[src/hdl/acq_pkg.sv]
// Shared constants and types of the acquisition sequencer
package acq_pkg;

	// ****************************************
	// Sizes
	// ****************************************
	localparam int BUS_W = 32;
	localparam int REG_W = 16;
	localparam int NUM_INSTR = 8;
	localparam int NUM_SECT = 3;
	localparam int FIFO_DEPTH_DOC = 32;
	localparam int FIFO_DEPTH_MAX = 32;
	localparam int SMP_W = 13;
	localparam int SMP8_LSB = 4;
	localparam int STAT_W = 8;

	// ****************************************
	// Register locations, address fields
	// ****************************************
	localparam int LOC_W = 4;
	localparam int LOC_LSB = 3;
	localparam int LOC_MSB = 6;
	localparam int BYTE_SEL_BIT = 2;
	localparam logic [3:0] LOC_CONFIG = 4'h8;
	localparam logic [3:0] LOC_INTEN = 4'h9;
	localparam logic [3:0] LOC_INTSTAT = 4'ha;
	localparam logic [3:0] LOC_TIMER = 4'hb;
	localparam logic [3:0] LOC_FIFO = 4'hc;
	localparam logic [3:0] LOC_LIMSTAT = 4'hd;
	localparam logic [1:0] HTRANS_NONSEQ = 2'h2;
	localparam logic HRESP_OKAY = 1'b0;
	localparam logic WIDTH_8BIT = 1'b0;

	// ****************************************
	// Reset values, status bits
	// ****************************************
	localparam logic [15:0] REG_ZERO = 16'h0000;
	localparam logic [15:0] DLY_LAST = 16'h0001;
	localparam logic [7:0] STAT_ZERO = 8'h00;
	localparam logic [31:0] RDATA_ZERO = 32'h0000_0000;
	localparam int ST_LIMIT = 0;
	localparam int ST_INSTR = 1;
	localparam int ST_READY = 2;
	localparam int ST_CAL = 3;
	localparam int ST_OVF = 4;

	// ****************************************
	// Types
	// ****************************************
	typedef enum logic [1:0] {MODE_CONV12 = 2'b00, MODE_CONV8 = 2'b01, MODE_WATCH = 2'b10,
		MODE_RSVD = 2'b11} op_mode_t;
	typedef enum logic [1:0] {SEC_INSTR = 2'b00, SEC_LIM1 = 2'b01, SEC_LIM2 = 2'b10,
		SEC_NONE = 2'b11} section_t;
	typedef enum logic [1:0] {ST_IDLE = 2'b00, ST_DELAY = 2'b01, ST_ISSUE = 2'b10,
		ST_WAIT = 2'b11} seq_state_t;
	typedef struct packed {logic [5:0] spare; logic [3:0] acq_len; logic timer_en;
		op_mode_t mode; logic [2:0] channel;} instr_t;
	typedef struct packed {logic [5:0] spare; logic high_bound; logic signed [8:0] value;} limit_t;
	typedef struct packed {logic [6:0] spare; logic [2:0] last_instr; section_t section_pointer;
		logic cal; logic standby; logic reset; logic start;} cfg_t;
	typedef struct packed {logic [2:0] instr_num; logic [4:0] ready_count;
		logic [7:0] enable;} inten_t;
	typedef struct packed {logic [2:0] channel; op_mode_t mode; logic [3:0] acq_len;} conv_req_t;

endpackage : acq_pkg

[src/hdl/result_fifo.sv]
// Result FIFO with independent write and read pointers
`timescale 1ns/1ps
module result_fifo #(
	parameter int WIDTH = 16,
	parameter int DEPTH = 32
) (
	input logic clk_sys,
	input logic rstn,
	input logic clr,
	input logic push,
	input logic [WIDTH-1:0] push_data,
	input logic pop,
	output logic [WIDTH-1:0] head,
	output logic [$clog2(DEPTH):0] count,
	output logic full
);
	localparam int AW = $clog2(DEPTH);

	if (DEPTH < 2 || (DEPTH & (DEPTH - 1)) != 0) begin : g_bad_depth
		$error("result_fifo: DEPTH must be a power of two");
	end

	logic [WIDTH-1:0] mem_ff [DEPTH];
	logic [AW-1:0] wr_ff;
	logic [AW-1:0] rd_ff;
	logic [AW:0] cnt_ff;

	wire pop_ok_w = pop & (cnt_ff != '0);
	wire inc_w = push & (~full | pop_ok_w);
	assign full = (cnt_ff == (AW + 1)'(DEPTH));
	assign head = mem_ff[rd_ff];
	assign count = cnt_ff;

	always_ff @(posedge clk_sys) begin
		if (push) begin
			mem_ff[wr_ff] <= push_data;
		end
	end

	// Pointers wrap on their own; neither side moves the other
	always_ff @(posedge clk_sys or negedge rstn) begin
		if (!rstn) begin
			wr_ff <= '0;
			rd_ff <= '0;
			cnt_ff <= '0;
		end else if (clr) begin
			wr_ff <= '0;
			rd_ff <= '0;
			cnt_ff <= '0;
		end else begin
			if (push) begin
				wr_ff <= wr_ff + 1'b1;
			end
			if (pop_ok_w) begin
				rd_ff <= rd_ff + 1'b1;
			end
			if (inc_w && !pop_ok_w) begin
				cnt_ff <= cnt_ff + 1'b1;
			end else if (!inc_w && pop_ok_w) begin
				cnt_ff <= cnt_ff - 1'b1;
			end
		end
	end

endmodule : result_fifo

[src/hdl/acq_sequencer_top.sv]
// Acquisition sequencer control with AHB-Lite register port
//
// Contract
// - Three per-instruction modes: 12-bit conversion, 8-bit conversion, watchdog compare.
// - Watchdog samples without storing, flags fault when sample lies beyond a limit.
// - Eight instruction entries, each three separately addressed 16-bit sections.
// - Two-bit section pointer: 00 instruction, 01 first limit, 10 second limit.
// - Instruction section holds channel, mode and acquisition length used when run.
// - Each limit is independently a low or high bound.
// - Run instruction 0 up to last programmed, wrap to 0, loop until stopped.
// - Conversions go into a 32-entry read-only FIFO; write pointer advances, wraps.
// - Read pointer advances on each host read; pointers never move each other. This design leaves it in place on a read of an empty FIFO.
// - Configuration bits start, stop, reset, standby, calibrate, select section.
// - Eight interrupt enables; interrupt output only for enabled conditions.
// - Data-ready raised once FIFO holds programmed count of results.
// - Condition raised when sequencer reaches programmed instruction number.
// - Read-only interrupt status and limit status report events and crossed limits.
// - Status bit sets on its condition even when not enabled.
// - Sixteen-bit timer delays an instruction when its per-instruction bit is set.
// - Every register readable, most also writable, through the register port.
// - Start written together with other configuration bits; all apply at start.
// - Narrow mode takes two byte accesses, low address bit picks byte.
// - Fourteen 16-bit locations, or twenty-eight 8-bit locations in narrow mode.
// - Internal sequencing pauses while a host access is in progress; this design still takes conv_done in the wait state.
//
// The register offsets and the AHB-Lite slave port are this design's own decisions.
`timescale 1ns/1ps
module acq_sequencer_top #(
	parameter int FIFO_DEPTH = acq_pkg::FIFO_DEPTH_DOC
) (
	input logic clk_sys,
	input logic rstn,
	input logic hsel,
	input logic [acq_pkg::BUS_W-1:0] haddr,
	input logic [1:0] htrans,
	input logic hwrite,
	input logic [2:0] hsize,
	input logic [acq_pkg::BUS_W-1:0] hwdata,
	input logic hready,
	output logic [acq_pkg::BUS_W-1:0] hrdata,
	output logic hreadyout,
	output logic hresp,
	input logic access_width_select,
	output acq_pkg::conv_req_t conv_req,
	output logic conv_start,
	input logic conv_done,
	input logic [acq_pkg::SMP_W-1:0] conv_sample,
	output logic cal_start,
	input logic cal_done,
	output logic standby,
	output logic irq
);
	import acq_pkg::*;

	localparam int CNT_W = $clog2(FIFO_DEPTH) + 1;

	if (FIFO_DEPTH < 2 || FIFO_DEPTH > FIFO_DEPTH_MAX) begin : g_bad_depth
		$error("acq_sequencer_top: FIFO_DEPTH out of range");
	end

	// ****************************************
	// Helpers
	// ****************************************
	function automatic logic [BUS_W-1:0] place(input logic [REG_W-1:0] w, input logic hi,
		input logic narrow);
		if (narrow) begin
			return {24'h00_0000, hi ? w[15:8] : w[7:0]};
		end
		return {16'h0000, w};
	endfunction : place

	function automatic logic [REG_W-1:0] merge(input logic [REG_W-1:0] old,
		input logic [REG_W-1:0] wd, input logic hi, input logic narrow);
		if (!narrow) begin
			return wd;
		end
		return hi ? {wd[7:0], old[7:0]} : {old[15:8], wd[7:0]};
	endfunction : merge

	function automatic logic beyond(input logic signed [8:0] smp, input limit_t lim);
		return lim.high_bound ? (smp > lim.value) : (smp < lim.value);
	endfunction : beyond

	// ****************************************
	// State
	// ****************************************
	cfg_t cfg_ff;
	cfg_t nxt_cfg;
	inten_t inten_ff;
	logic [REG_W-1:0] timer_ff;
	logic [STAT_W-1:0] intstat_ff;
	logic [STAT_W-1:0] nxt_intstat;
	logic [STAT_W-1:0] stat_set_w;
	logic [REG_W-1:0] limstat_ff;
	logic [REG_W-1:0] nxt_limstat;
	logic [REG_W-1:0] mem_ff [NUM_SECT][NUM_INSTR];
	logic wr_pend_ff;
	logic [LOC_W-1:0] wr_loc_ff;
	logic wr_hi_ff;
	seq_state_t state_ff;
	seq_state_t nxt_state;
	logic [2:0] pc_ff;
	logic [2:0] nxt_pc;
	logic [REG_W-1:0] dly_ff;
	logic [REG_W-1:0] nxt_dly;
	logic [REG_W-1:0] fifo_head_w;
	logic [CNT_W-1:0] fifo_count_w;
	logic fifo_full_w;

	// ****************************************
	// Address phase decode
	// ****************************************
	wire acc_w = hsel & hready & (htrans == HTRANS_NONSEQ);
	wire narrow_w = (access_width_select == WIDTH_8BIT);
	wire [LOC_W-1:0] loc_w = haddr[LOC_MSB:LOC_LSB];
	wire hi_w = narrow_w & haddr[BYTE_SEL_BIT];
	wire last_byte_w = ~narrow_w | hi_w;
	wire rd_w = acc_w & ~hwrite;
	wire sp_ok_w = (cfg_ff.section_pointer != SEC_NONE);
	wire is_mem_w = (loc_w < LOC_CONFIG);
	wire [REG_W-1:0] mem_rd_w = sp_ok_w ? mem_ff[cfg_ff.section_pointer][loc_w[2:0]] : REG_ZERO;

	// Fourteen locations, all readable
	wire [REG_W-1:0] rd_word_w = is_mem_w ? mem_rd_w :
		(loc_w == LOC_CONFIG) ? cfg_ff :
		(loc_w == LOC_INTEN) ? inten_ff :
		(loc_w == LOC_INTSTAT) ? {STAT_ZERO, intstat_ff} :
		(loc_w == LOC_TIMER) ? timer_ff :
		(loc_w == LOC_FIFO) ? fifo_head_w :
		(loc_w == LOC_LIMSTAT) ? limstat_ff : REG_ZERO;

	// FIFO and status pop on the last byte of a read
	wire pop_w = rd_w & (loc_w == LOC_FIFO) & last_byte_w;
	wire rd_stat_w = rd_w & (loc_w == LOC_INTSTAT) & last_byte_w;
	wire rd_lim_w = rd_w & (loc_w == LOC_LIMSTAT) & last_byte_w;

	// ****************************************
	// Data phase writes
	// ****************************************
	wire wr_cfg_w = wr_pend_ff & (wr_loc_ff == LOC_CONFIG);
	wire wr_ie_w = wr_pend_ff & (wr_loc_ff == LOC_INTEN);
	wire wr_tmr_w = wr_pend_ff & (wr_loc_ff == LOC_TIMER);
	wire wr_mem_w = wr_pend_ff & (wr_loc_ff < LOC_CONFIG) & sp_ok_w;
	wire [REG_W-1:0] wd_w = hwdata[REG_W-1:0];
	wire clr_w = cfg_ff.reset;
	wire stall_w = acc_w | wr_pend_ff;

	// Reset and calibrate are one-shot commands
	always_comb begin
		nxt_cfg = cfg_ff;
		nxt_cfg.reset = 1'b0;
		nxt_cfg.cal = 1'b0;
		if (wr_cfg_w) begin
			nxt_cfg = cfg_t'(merge(cfg_ff, wd_w, wr_hi_ff, narrow_w));
		end
	end

	// ****************************************
	// Sequencer
	// ****************************************
	instr_t cur_w;
	limit_t lim1_w;
	limit_t lim2_w;
	assign cur_w = instr_t'(mem_ff[SEC_INSTR][pc_ff]);
	assign lim1_w = limit_t'(mem_ff[SEC_LIM1][pc_ff]);
	assign lim2_w = limit_t'(mem_ff[SEC_LIM2][pc_ff]);

	wire go_w = (state_ff == ST_IDLE) & cfg_ff.start & ~cfg_ff.standby & ~stall_w & ~clr_w;
	wire done_w = (state_ff == ST_WAIT) & conv_done & ~clr_w;
	wire watch_w = (cur_w.mode == MODE_WATCH);
	wire push_w = done_w & ~watch_w;
	wire wd_evt_w = done_w & watch_w;
	wire signed [8:0] smp9_w = conv_sample[SMP_W-1:SMP8_LSB];
	wire f1_w = wd_evt_w & beyond(smp9_w, lim1_w);
	wire f2_w = wd_evt_w & beyond(smp9_w, lim2_w);
	wire [2:0] pc_next_w = (pc_ff == cfg_ff.last_instr) ? 3'h0 : pc_ff + 1'b1;
	wire need_dly_w = cur_w.timer_en & (timer_ff != REG_ZERO);
	wire [NUM_INSTR-1:0] pc_hot_w = 8'h01 << pc_ff;

	// Stop only from idle, so an instruction finishes unless the reset command aborts it
	always_comb begin
		nxt_state = state_ff;
		nxt_pc = pc_ff;
		nxt_dly = dly_ff;
		if (clr_w) begin
			nxt_state = ST_IDLE;
			nxt_pc = 3'h0;
		end else begin
			unique case (state_ff)
				ST_IDLE: begin
					if (go_w && need_dly_w) begin
						nxt_state = ST_DELAY;
						nxt_dly = timer_ff;
					end else if (go_w) begin
						nxt_state = ST_ISSUE;
					end
				end
				ST_DELAY: begin
					if (!stall_w && dly_ff == DLY_LAST) begin
						nxt_state = ST_ISSUE;
					end else if (!stall_w) begin
						nxt_dly = dly_ff - 1'b1;
					end
				end
				ST_ISSUE: begin
					if (!stall_w) begin
						nxt_state = ST_WAIT;
					end
				end
				ST_WAIT: begin
					if (conv_done) begin
						nxt_state = ST_IDLE;
						nxt_pc = pc_next_w;
					end
				end
			endcase
		end
	end

	// ****************************************
	// Status
	// ****************************************
	wire ready_w = (fifo_count_w != '0) && (fifo_count_w >= CNT_W'(inten_ff.ready_count));
	assign stat_set_w[ST_LIMIT] = f1_w | f2_w;
	assign stat_set_w[ST_INSTR] = go_w & (pc_ff == inten_ff.instr_num);
	assign stat_set_w[ST_READY] = ready_w & ~clr_w;
	assign stat_set_w[ST_CAL] = cal_done;
	assign stat_set_w[ST_OVF] = push_w & fifo_full_w;
	assign stat_set_w[STAT_W-1:ST_OVF+1] = '0;

	// Set wins over clear; set regardless of enable
	assign nxt_intstat = (intstat_ff & ~{STAT_W{clr_w | rd_stat_w}}) | stat_set_w;
	assign nxt_limstat = (limstat_ff & ~{REG_W{clr_w | rd_lim_w}}) |
		{f2_w ? pc_hot_w : STAT_ZERO, f1_w ? pc_hot_w : STAT_ZERO};

	// ****************************************
	// Result FIFO
	// ****************************************
	result_fifo #(.WIDTH(REG_W), .DEPTH(FIFO_DEPTH)) u_fifo (
		.clk_sys(clk_sys),
		.rstn(rstn),
		.clr(clr_w),
		.push(push_w),
		.push_data({pc_ff, conv_sample}),
		.pop(pop_w),
		.head(fifo_head_w),
		.count(fifo_count_w),
		.full(fifo_full_w)
	);

	// ****************************************
	// Registers
	// ****************************************
	always_ff @(posedge clk_sys or negedge rstn) begin
		if (!rstn) begin
			wr_pend_ff <= 1'b0;
			wr_loc_ff <= '0;
			wr_hi_ff <= 1'b0;
			hrdata <= RDATA_ZERO;
		end else begin
			wr_pend_ff <= acc_w & hwrite;
			wr_loc_ff <= loc_w;
			wr_hi_ff <= hi_w;
			hrdata <= rd_w ? place(rd_word_w, hi_w, narrow_w) : RDATA_ZERO;
		end
	end

	always_ff @(posedge clk_sys or negedge rstn) begin
		if (!rstn) begin
			cfg_ff <= cfg_t'(REG_ZERO);
			inten_ff <= inten_t'(REG_ZERO);
			timer_ff <= REG_ZERO;
			intstat_ff <= STAT_ZERO;
			limstat_ff <= REG_ZERO;
		end else begin
			cfg_ff <= nxt_cfg;
			intstat_ff <= nxt_intstat;
			limstat_ff <= nxt_limstat;
			if (wr_ie_w) begin
				inten_ff <= inten_t'(merge(inten_ff, wd_w, wr_hi_ff, narrow_w));
			end
			if (wr_tmr_w) begin
				timer_ff <= merge(timer_ff, wd_w, wr_hi_ff, narrow_w);
			end
		end
	end

	// Memory is untouched by the reset command
	always_ff @(posedge clk_sys) begin
		if (wr_mem_w) begin
			mem_ff[cfg_ff.section_pointer][wr_loc_ff[2:0]] <=
				merge(mem_ff[cfg_ff.section_pointer][wr_loc_ff[2:0]], wd_w, wr_hi_ff, narrow_w);
		end
	end

	always_ff @(posedge clk_sys or negedge rstn) begin
		if (!rstn) begin
			state_ff <= ST_IDLE;
			pc_ff <= 3'h0;
			dly_ff <= REG_ZERO;
		end else begin
			state_ff <= nxt_state;
			pc_ff <= nxt_pc;
			dly_ff <= nxt_dly;
		end
	end

	always_ff @(posedge clk_sys or negedge rstn) begin
		if (!rstn) begin
			conv_start <= 1'b0;
			conv_req <= '0;
			cal_start <= 1'b0;
			standby <= 1'b0;
			irq <= 1'b0;
			hreadyout <= 1'b0;
			hresp <= HRESP_OKAY;
		end else begin
			conv_start <= (state_ff == ST_ISSUE) & ~stall_w & ~clr_w;
			if (state_ff == ST_ISSUE) begin
				conv_req <= '{channel: cur_w.channel, mode: cur_w.mode, acq_len: cur_w.acq_len};
			end
			cal_start <= cfg_ff.cal;
			standby <= cfg_ff.standby;
			irq <= |(nxt_intstat & inten_ff.enable);
			hreadyout <= 1'b1;
			hresp <= HRESP_OKAY;
		end
	end
endmodule : acq_sequencer_top

[config.mk]
export PLATFORM = sky130hd
export DESIGN_NAME = acq_sequencer_top
export DESIGN_NICKNAME = d
export VERILOG_FILES = /design/src/hdl/acq_pkg.sv /design/src/hdl/result_fifo.sv /design/src/hdl/acq_sequencer_top.sv
export SDC_FILE = /design/constraint.sdc
export NUM_CORES = 1
export LEC_CHECK = 0
export ABC_CLOCK_PERIOD_IN_PS = 6300
export BUFFER_PORTS_ARGS = -buffer_cell sky130_fd_sc_hd__buf_2
export CORE_MARGIN = 4
export CORE_UTILIZATION = 45
export DETAILED_ROUTE_END_ITERATION = 7
export GPL_TIMING_DRIVEN = 0
export SYNTH_ARGS = -nofsm -noshare
export SYNTH_HDL_FRONTEND = slang
export SYNTH_HIERARCHICAL = 1
export SYNTH_SLANG_ARGS = --single-unit
[constraint.sdc]
create_clock -name clk_sys -period 6.3 [get_ports clk_sys]
set_clock_uncertainty 0.2 [all_clocks]
set_input_delay 0.63 -clock clk_sys [delete_from_list [all_inputs] [get_ports clk_sys]]
set_output_delay 0.63 -clock clk_sys [all_outputs]
set_load 0.005 [all_outputs]
Yosys cells after proc, flatten, opt, wreduce, memory -nomap -nowiden --
Memories as Yosys holds them, arrays and structs flattened. Cells that the tools add are included.
Word-level totals: RAM bits 896, memories 2, output and inout port bits 47, register bits 161, word-level logic and storage cells 243, input bits 90
Memories:
- u_fifo.mem_ff | words 32, width 16, rd ports 1, clocked after memory_dff 0, write ports 1, line result_fifo.sv:23 | logic [WIDTH-1:0] mem_ff [DEPTH];
- mem_ff | words 3, width 128, rd ports 4, clocked after memory_dff 0, write ports 1, line acq_sequencer_top.sv:96 | logic [REG_W-1:0] mem_ff [NUM_SECT][NUM_INSTR];
Operators by class: shifts and indexed selects 1, reductions and logical operators 31, bitwise logic cells 57, add/subtract/negate cells 6, eq/ne operators 30, $lt $le $gt $ge 11, mux-type cells 72
Operators by type and width (number):
- $mux 16 | 25
- $bmux 16 s3 | 5
- $mux 128 | 1
- $mux 10 | 6
- $demux 16 s3 | 1
- $eq 4x4->1 const B | 9
- $and 1x1->1 | 34
- $mux 32 | 1
- $pmux 16 s2 | 1
- $mux 8 | 3
- $mux 5 | 4
- $gt 9x9->1 | 2
- $lt 9x9->1 | 2
- $mux 6 | 3
- $and 16x16->16 | 1
- $and 8x8->8 | 2
- $eq 16x1->1 const B | 1
- $not 16->16 | 1
- $or 16x16->16 | 1
- $reduce_bool 16->1 | 1
- $reduce_bool 2->1 | 8
- $sub 16x1->16 const B | 1
- $reduce_and 2->1 | 7
- $ge 4x4->1 const B | 3
- 35 further kinds | 85

Logic depth before layout (Yosys ltp) --
depth after elaboration 13, mapped depth 14, mapped depth without buffers 13

Cells and area by module --
The synthesis kept the hierarchy.
Modules (own cells, without submodules):
- acq_sequencer_top | cells each 1838, times used 1, seq. area each 18602.8 µm², area an instance 29783.6 µm²
- result_fifo | cells each 990, times used 1, seq. area each 15775.1 µm², area an instance 20582.2 µm²

Least setup slack after synthesis --
No wires, ideal clock.
kind reg2reg, start register pc_ff[0], end register irq, data required time 5.974 ns, arrival time 4.046 ns, slack 1.928 ns, cell stages (with the launch flop) 14, path through dfrtp_1 > buf_2 > buf_2 > buf_1 > mux4_2 > mux2i_1 > ha_1 > a21o_1 > nand3_1 > a21oi_1 > o32ai_1 > mux2i_1 > a211o_1 > a221o_1
Between the ends: longest elaborated chain between the ends 11, elaborated cells on any way between the ends 29, those cells by class order compare: 4; eq/ne: 2; mux: 11; bitwise: 11; reduce/logical: 1
Ends and longest elaborated chain:
- start, declared | line acq_sequencer_top.sv:102 | logic [2:0] pc_ff;
- start signal, assigned | line acq_sequencer_top.sv:303 | pc_ff <= nxt_pc;
- $not 3->4 (not written as such) (*) | line acq_sequencer_top.sv:164, acq_sequencer_top.sv:165, acq_sequencer_top.sv:166
- $bmux 16 s3, on equally long branches | line acq_sequencer_top.sv:165, acq_sequencer_top.sv:164, acq_sequencer_top.sv:166
- $mux 10, on equally long branches (2 in series) | line acq_sequencer_top.sv:165, acq_sequencer_top.sv:164, acq_sequencer_top.sv:166
- $lt 9x9->1, or another cell as far along | line acq_sequencer_top.sv:81 | return lim.high_bound ? (smp > lim.value) : (smp < lim.value);
- $mux 1 or $and 1x1->1 (tied branches) | line acq_sequencer_top.sv:81, acq_sequencer_top.sv:172
- $and 1x1->1, on equally long branches | line acq_sequencer_top.sv:174, acq_sequencer_top.sv:175
- $or 1x1->1 (*) | line acq_sequencer_top.sv:224 | assign stat_set_w[ST_LIMIT] = f1_w | f2_w;
- $or 8x5->8 (*) | line acq_sequencer_top.sv:232 | assign nxt_intstat = (intstat_ff & ~{STAT_W{clr_w | rd_stat_w}}) | stat_set_w;
- net nxt_intstat[0] | line acq_sequencer_top.sv:92 | logic [STAT_W-1:0] nxt_intstat;
- $and 8x8->8 (*) | line acq_sequencer_top.sv:324 | irq <= |(nxt_intstat & inten_ff.enable);
- $reduce_or 8->1 (*) | line acq_sequencer_top.sv:324
- end signal, assigned | line acq_sequencer_top.sv:324
- end, declared | line acq_sequencer_top.sv:51 | output logic irq
Mark *: on every way through the listed nets, which the timed path passes. The rest lies on a longest branch. The select of a mux whose other input is x is not followed. A chain may end at the register's enable or synchronous reset.

Worst setup path in the final report --
start register pc_ff[0], end register limstat_ff[6]
Between the ends: longest elaborated chain between the ends 9, elaborated cells on any way between the ends 16, those cells by class order compare: 2; eq/ne: 1; shift: 1; mux: 8; bitwise: 4
Ends and longest elaborated chain:
- $not 3->4 (not written as such) | line acq_sequencer_top.sv:164, acq_sequencer_top.sv:165
- $bmux 16 s3, on equally long branches | line acq_sequencer_top.sv:165, acq_sequencer_top.sv:164
- $mux 10, on equally long branches (2 in series) | line acq_sequencer_top.sv:165, acq_sequencer_top.sv:164
- $lt 9x9->1, or another cell as far along | line acq_sequencer_top.sv:81
- $mux 1 or $and 1x1->1 (tied branches) | line acq_sequencer_top.sv:81, acq_sequencer_top.sv:172
- $and 1x1->1 | line acq_sequencer_top.sv:174 | wire f1_w = wd_evt_w & beyond(smp9_w, lim1_w);
- $mux 8 (*) | line acq_sequencer_top.sv:234 | {f2_w ? pc_hot_w : STAT_ZERO, f1_w ? pc_hot_w : STAT_ZERO};
- $or 16x16->16 (*) | line acq_sequencer_top.sv:233 | assign nxt_limstat = (limstat_ff & ~{REG_W{clr_w | rd_lim_w}}) |
- net nxt_limstat[6] | line acq_sequencer_top.sv:95 | logic [REG_W-1:0] nxt_limstat;
- end signal, assigned | line acq_sequencer_top.sv:278 | limstat_ff <= nxt_limstat;
- end, declared | line acq_sequencer_top.sv:94 | logic [REG_W-1:0] limstat_ff;
Marks and branches as above.

==> summary.txt <==
Outcome
  – Status: finished, violations left
  – Failing checks: max-capacitance violations, max-slew violations

Global routing
  – GRT Max-Usage Layer: met2
  – GRT met1 Usage: 0.3847
  – Initial antenna violation count: 1
  – Gr ovfl total: 0
  – Largest net degree at the start of global routing: 82
  – M3 GR Usage: 0.07187
  – First-pass GRT wire length: 226400 um
  – Total Routing Usage GR: 0.2733
  – Vias in the first global route: 30680
  – Routing usage on met2: 0.4113

Timing
  – Final Hold Viols: 0
  – Final Critical Period: 6.188 ns
  – Slew Limit Fails: 11
  – Slew at the pin closest to its max-slew limit: 1.543 ns
  – Final Setup Violations: 0
  – Post-route clock period utilization: 0.9821
  – RSZ-0062 raised after global routing: no
  – Fmax: 0.1616 GHz
  – Final TNS setup: 0 ns
  – Slew headroom: -0.02898

CTS
  – Number of buffers created by CTS: 120
  – Clock Latency Late Sink: 0.75 ns
  – Sink Count: 1169
  – Clk slew on worst S/H paths: 0.06 ns
  – H-tree Lvls: 3
  – CTS tree: built
  – Root Buffer: clkbuf_16
  – CTS Buffer Depth: 3

Detailed routing
  – DR iter-0 viols: 4135
  – Via density: 6.325
  – Routed len/inst: 33.28 um
  – 1st-pass router iterations: 6
  – DRC: 0
  – Routed via count: 30540
  – Final WL: 160700 um
  – Final antenna-violating net count: 0

Worst setup path
  – Crit Path Class: flip-flop to flip-flop
  – Crit-path max FO: 36
  – CP required: 6.73 ns
  – CP Launch Type: flip-flop
  – Critical path arrival: 6.61 ns
  – Critical path capture point type: flip-flop

Cells and area
  – Most common cell after layout, fill and taps aside: edfxtp_1
  – Share of cells above drive strength 1: 0.2582
  – Final core utilization: 0.5301
  – Final-stage net count: 3372
  – Final Instance Area: 58750 um^2
  – Synth-to-Final Area Change: 16.65%
  – Most frequent cells in the layout: edfxtp_1 (1024), mux4_2 (322), mux2i_1 (151)

Logic synthesis
  – Synth warn: 6
  – Leading area contributor after synthesis: edfxtp_1
  – Syn Std Cell Area: 50370 um^2
  – Synth area leaders: edfxtp_1 (61%), mux4_2 (14%), dfrtp_1 (7.2%)
  – Async S/R FF share, synth: 0.1240
  – Flops & latches, synth: 1169
  – Post-synth EDFFs: 1024
  – Yosys cell types: 72
  – Sequential fraction of the synthesis area: 0.6826
  – Predominant post-synthesis flop cell: edfxtp_1
  – Yosys top cell area share: 0.6105
  – Synth Area per Inst: 17.81 um^2
  – Post-synthesis cell count: 2828

Power and ir drop
  – Maximum vdd drop: 0.2570 mV
  – Power per Cell Area: 329.3 nW/um^2
  – Lkg Pwr: 19.68 nW

Placement
  – Port Buf Inserts: 73
  – Detailed placement HPWL: 108600 um
  – Gpl congestion: 0.9278
  – Placed Area: 54520 um^2

Floorplan
  – Row cnt: 122
  – Die Y: 342.6 um
  – Core Region: 110800 um^2
  – Die area: 117300 um^2
  – Initial Utilization: 0.4545
  – DIE WIDTH: 342.6 um
  – Io pins: 137

Job
  – MaxCap Viol Count: 2

Hold path
  – HP Class: primary input to flip-flop
-- stage by stage --
step	worst slack (ns)	hold slack [ns]	std cells	power [W]
after floorplan	1.928	0.1344	2972	0.01084
after global placement	-0.9360	0.2734	4533	0.01183
after detailed placement	-0.9730	0.2807	4596	0.01200
after CTS	0.02933	0.007232	4828	0.01939
after global routing	0.01275	0.01814	4827	0.01996
final	0.1125	0.04179	4829	0.01934
-- layer usage --
| metal | wire, um | up-vias |
|---|---|---|
| met5 | 0 | - |
| met4 | 7232 | 0 |
| met3 | 17750 | 387 |
| met2 | 72150 | 1868 |
| met1 | 63580 | 16020 |
| li1 | - | 12270 |
-- cell families (layout without fill, tap and decap cells) --
group | count (synthesis) | in the layout | synth area share
muxes | 510 | 510 | 0.1823
other | 2 | 148 | 0.0001491
buffers and inverters | 220 | 587 | 0.02107
AOI/OAI and AO/OA | 441 | 441 | 0.05967
and+or+nand+nor | 425 | 425 | 0.03997
adders and majority gates | 47 | 47 | 0.01182
DFF | 1169 | 1169 | 0.6826
xor gates and xnor gates | 14 | 14 | 0.002435
-- state kept, by name, summed over array words and instances, names as in the netlist, 2 cells and up --
| register | count |
|---|---|
| mem_ff | 512 |
| u_fifo/mem_ff | 512 |
| dly_ff | 16 |
| hrdata | 16 |
| inten_ff | 16 |
| limstat_ff | 16 |
| timer_ff | 16 |
| cfg_ff | 15 |
| conv_req | 9 |
| intstat_ff | 8 |
| u_fifo/count | 6 |
| u_fifo/rd_ff | 5 |
| u_fifo/wr_ff | 5 |
| wr_loc_ff | 4 |
| pc_ff | 3 |
| state_ff | 2 |
-- synthesized netlist by cell type (9+ instances only) --
master / number
edfxtp_1: 1024
mux4_2: 322
mux2i_1: 151
dfrtp_1: 145
nor2_1: 137
a21oi_1: 121
nand2_1: 110
clkbuf_1: 89
o21ai_0: 73
ha_1: 46
buf_2: 44
a22oi_1: 43
mux2_2: 36
o22ai_1: 34
nand3_1: 33
a22o_1: 32
buf_4: 32
nor3_1: 30
inv_1: 29
nand2b_1: 28
o221ai_1: 21
nor2b_1: 19
buf_1: 17
a211oi_1: 16
and2_1: 15
a31oi_1: 13
xor2_1: 12
a2111oi_1: 10
nand4_1: 9
-- worst max-delay path, stage by stage, from the launching register on --
cell and delay, ns:
dfrtp_4 0.73, buf_2 0.58, buf_2 0.54, buf_2 0.58, mux4_2 0.58, mux2i_1 0.42, ha_1 0.34, nand4_1 0.17
nor3_1 0.09, o32ai_1 0.65, mux2i_1 0.69, and2_1 0.28, a22o_1 0.18
-- final cells by class --
cell class                      count  area, um^2
Fill cell                        8983       52070
Timing Repair Buffer              142        1463
Sequential cell                  1169       34380
Antenna cell                        2       5.005
Inverter                           30       112.6
Tap cell                         1488        1862
Clock inverter                     78       934.6
Clock buffer                      148        3209
Multi-Input combinational cell   1583       15820
Buffer                            189       964.7
-- power breakdown --
group          internal [W]  switching [W]  leakage, nW
Sequential          0.00879       0.000318         11.2
Combinational       0.00107        0.00173         6.47
Clock               0.00436        0.00307         2.00
-- timing repair --
item	4_1_cts	5_1_grt
gates cloned	0	0
endpoints found under the setup margin	18	16
hold buffers	6	0
setup buffers	0	0
endpoints found under the hold margin	69	0
gates resized for setup	9	1
-- final timing paths --
path / start / to / slack, ns / cells after the start
setup reg to reg: pc_ff[0]$_DFFE_PN0P_ / limstat_ff[6]$_DFF_PN0_ / 0.11 / 12
hold / removal: cal_done / intstat_ff[3]$_DFF_PN0_ / 0.04 / 2
max in group asynchronous: rstn / inten_ff[1]$_DFFE_PN0P_ / 4.65 / 3
hold reg to reg: limstat_ff[8]$_DFF_PN0_ / limstat_ff[8]$_DFF_PN0_ / 0.29 / 1
min in group asynchronous: rstn / u_fifo/wr_ff[2]$_DFFE_PN0P_ / 0.31 / 2
setup / recovery: pc_ff[0]$_DFFE_PN0P_ / limstat_ff[6]$_DFF_PN0_ / 0.11 / 12
Power figures use the tool's default switching activity.
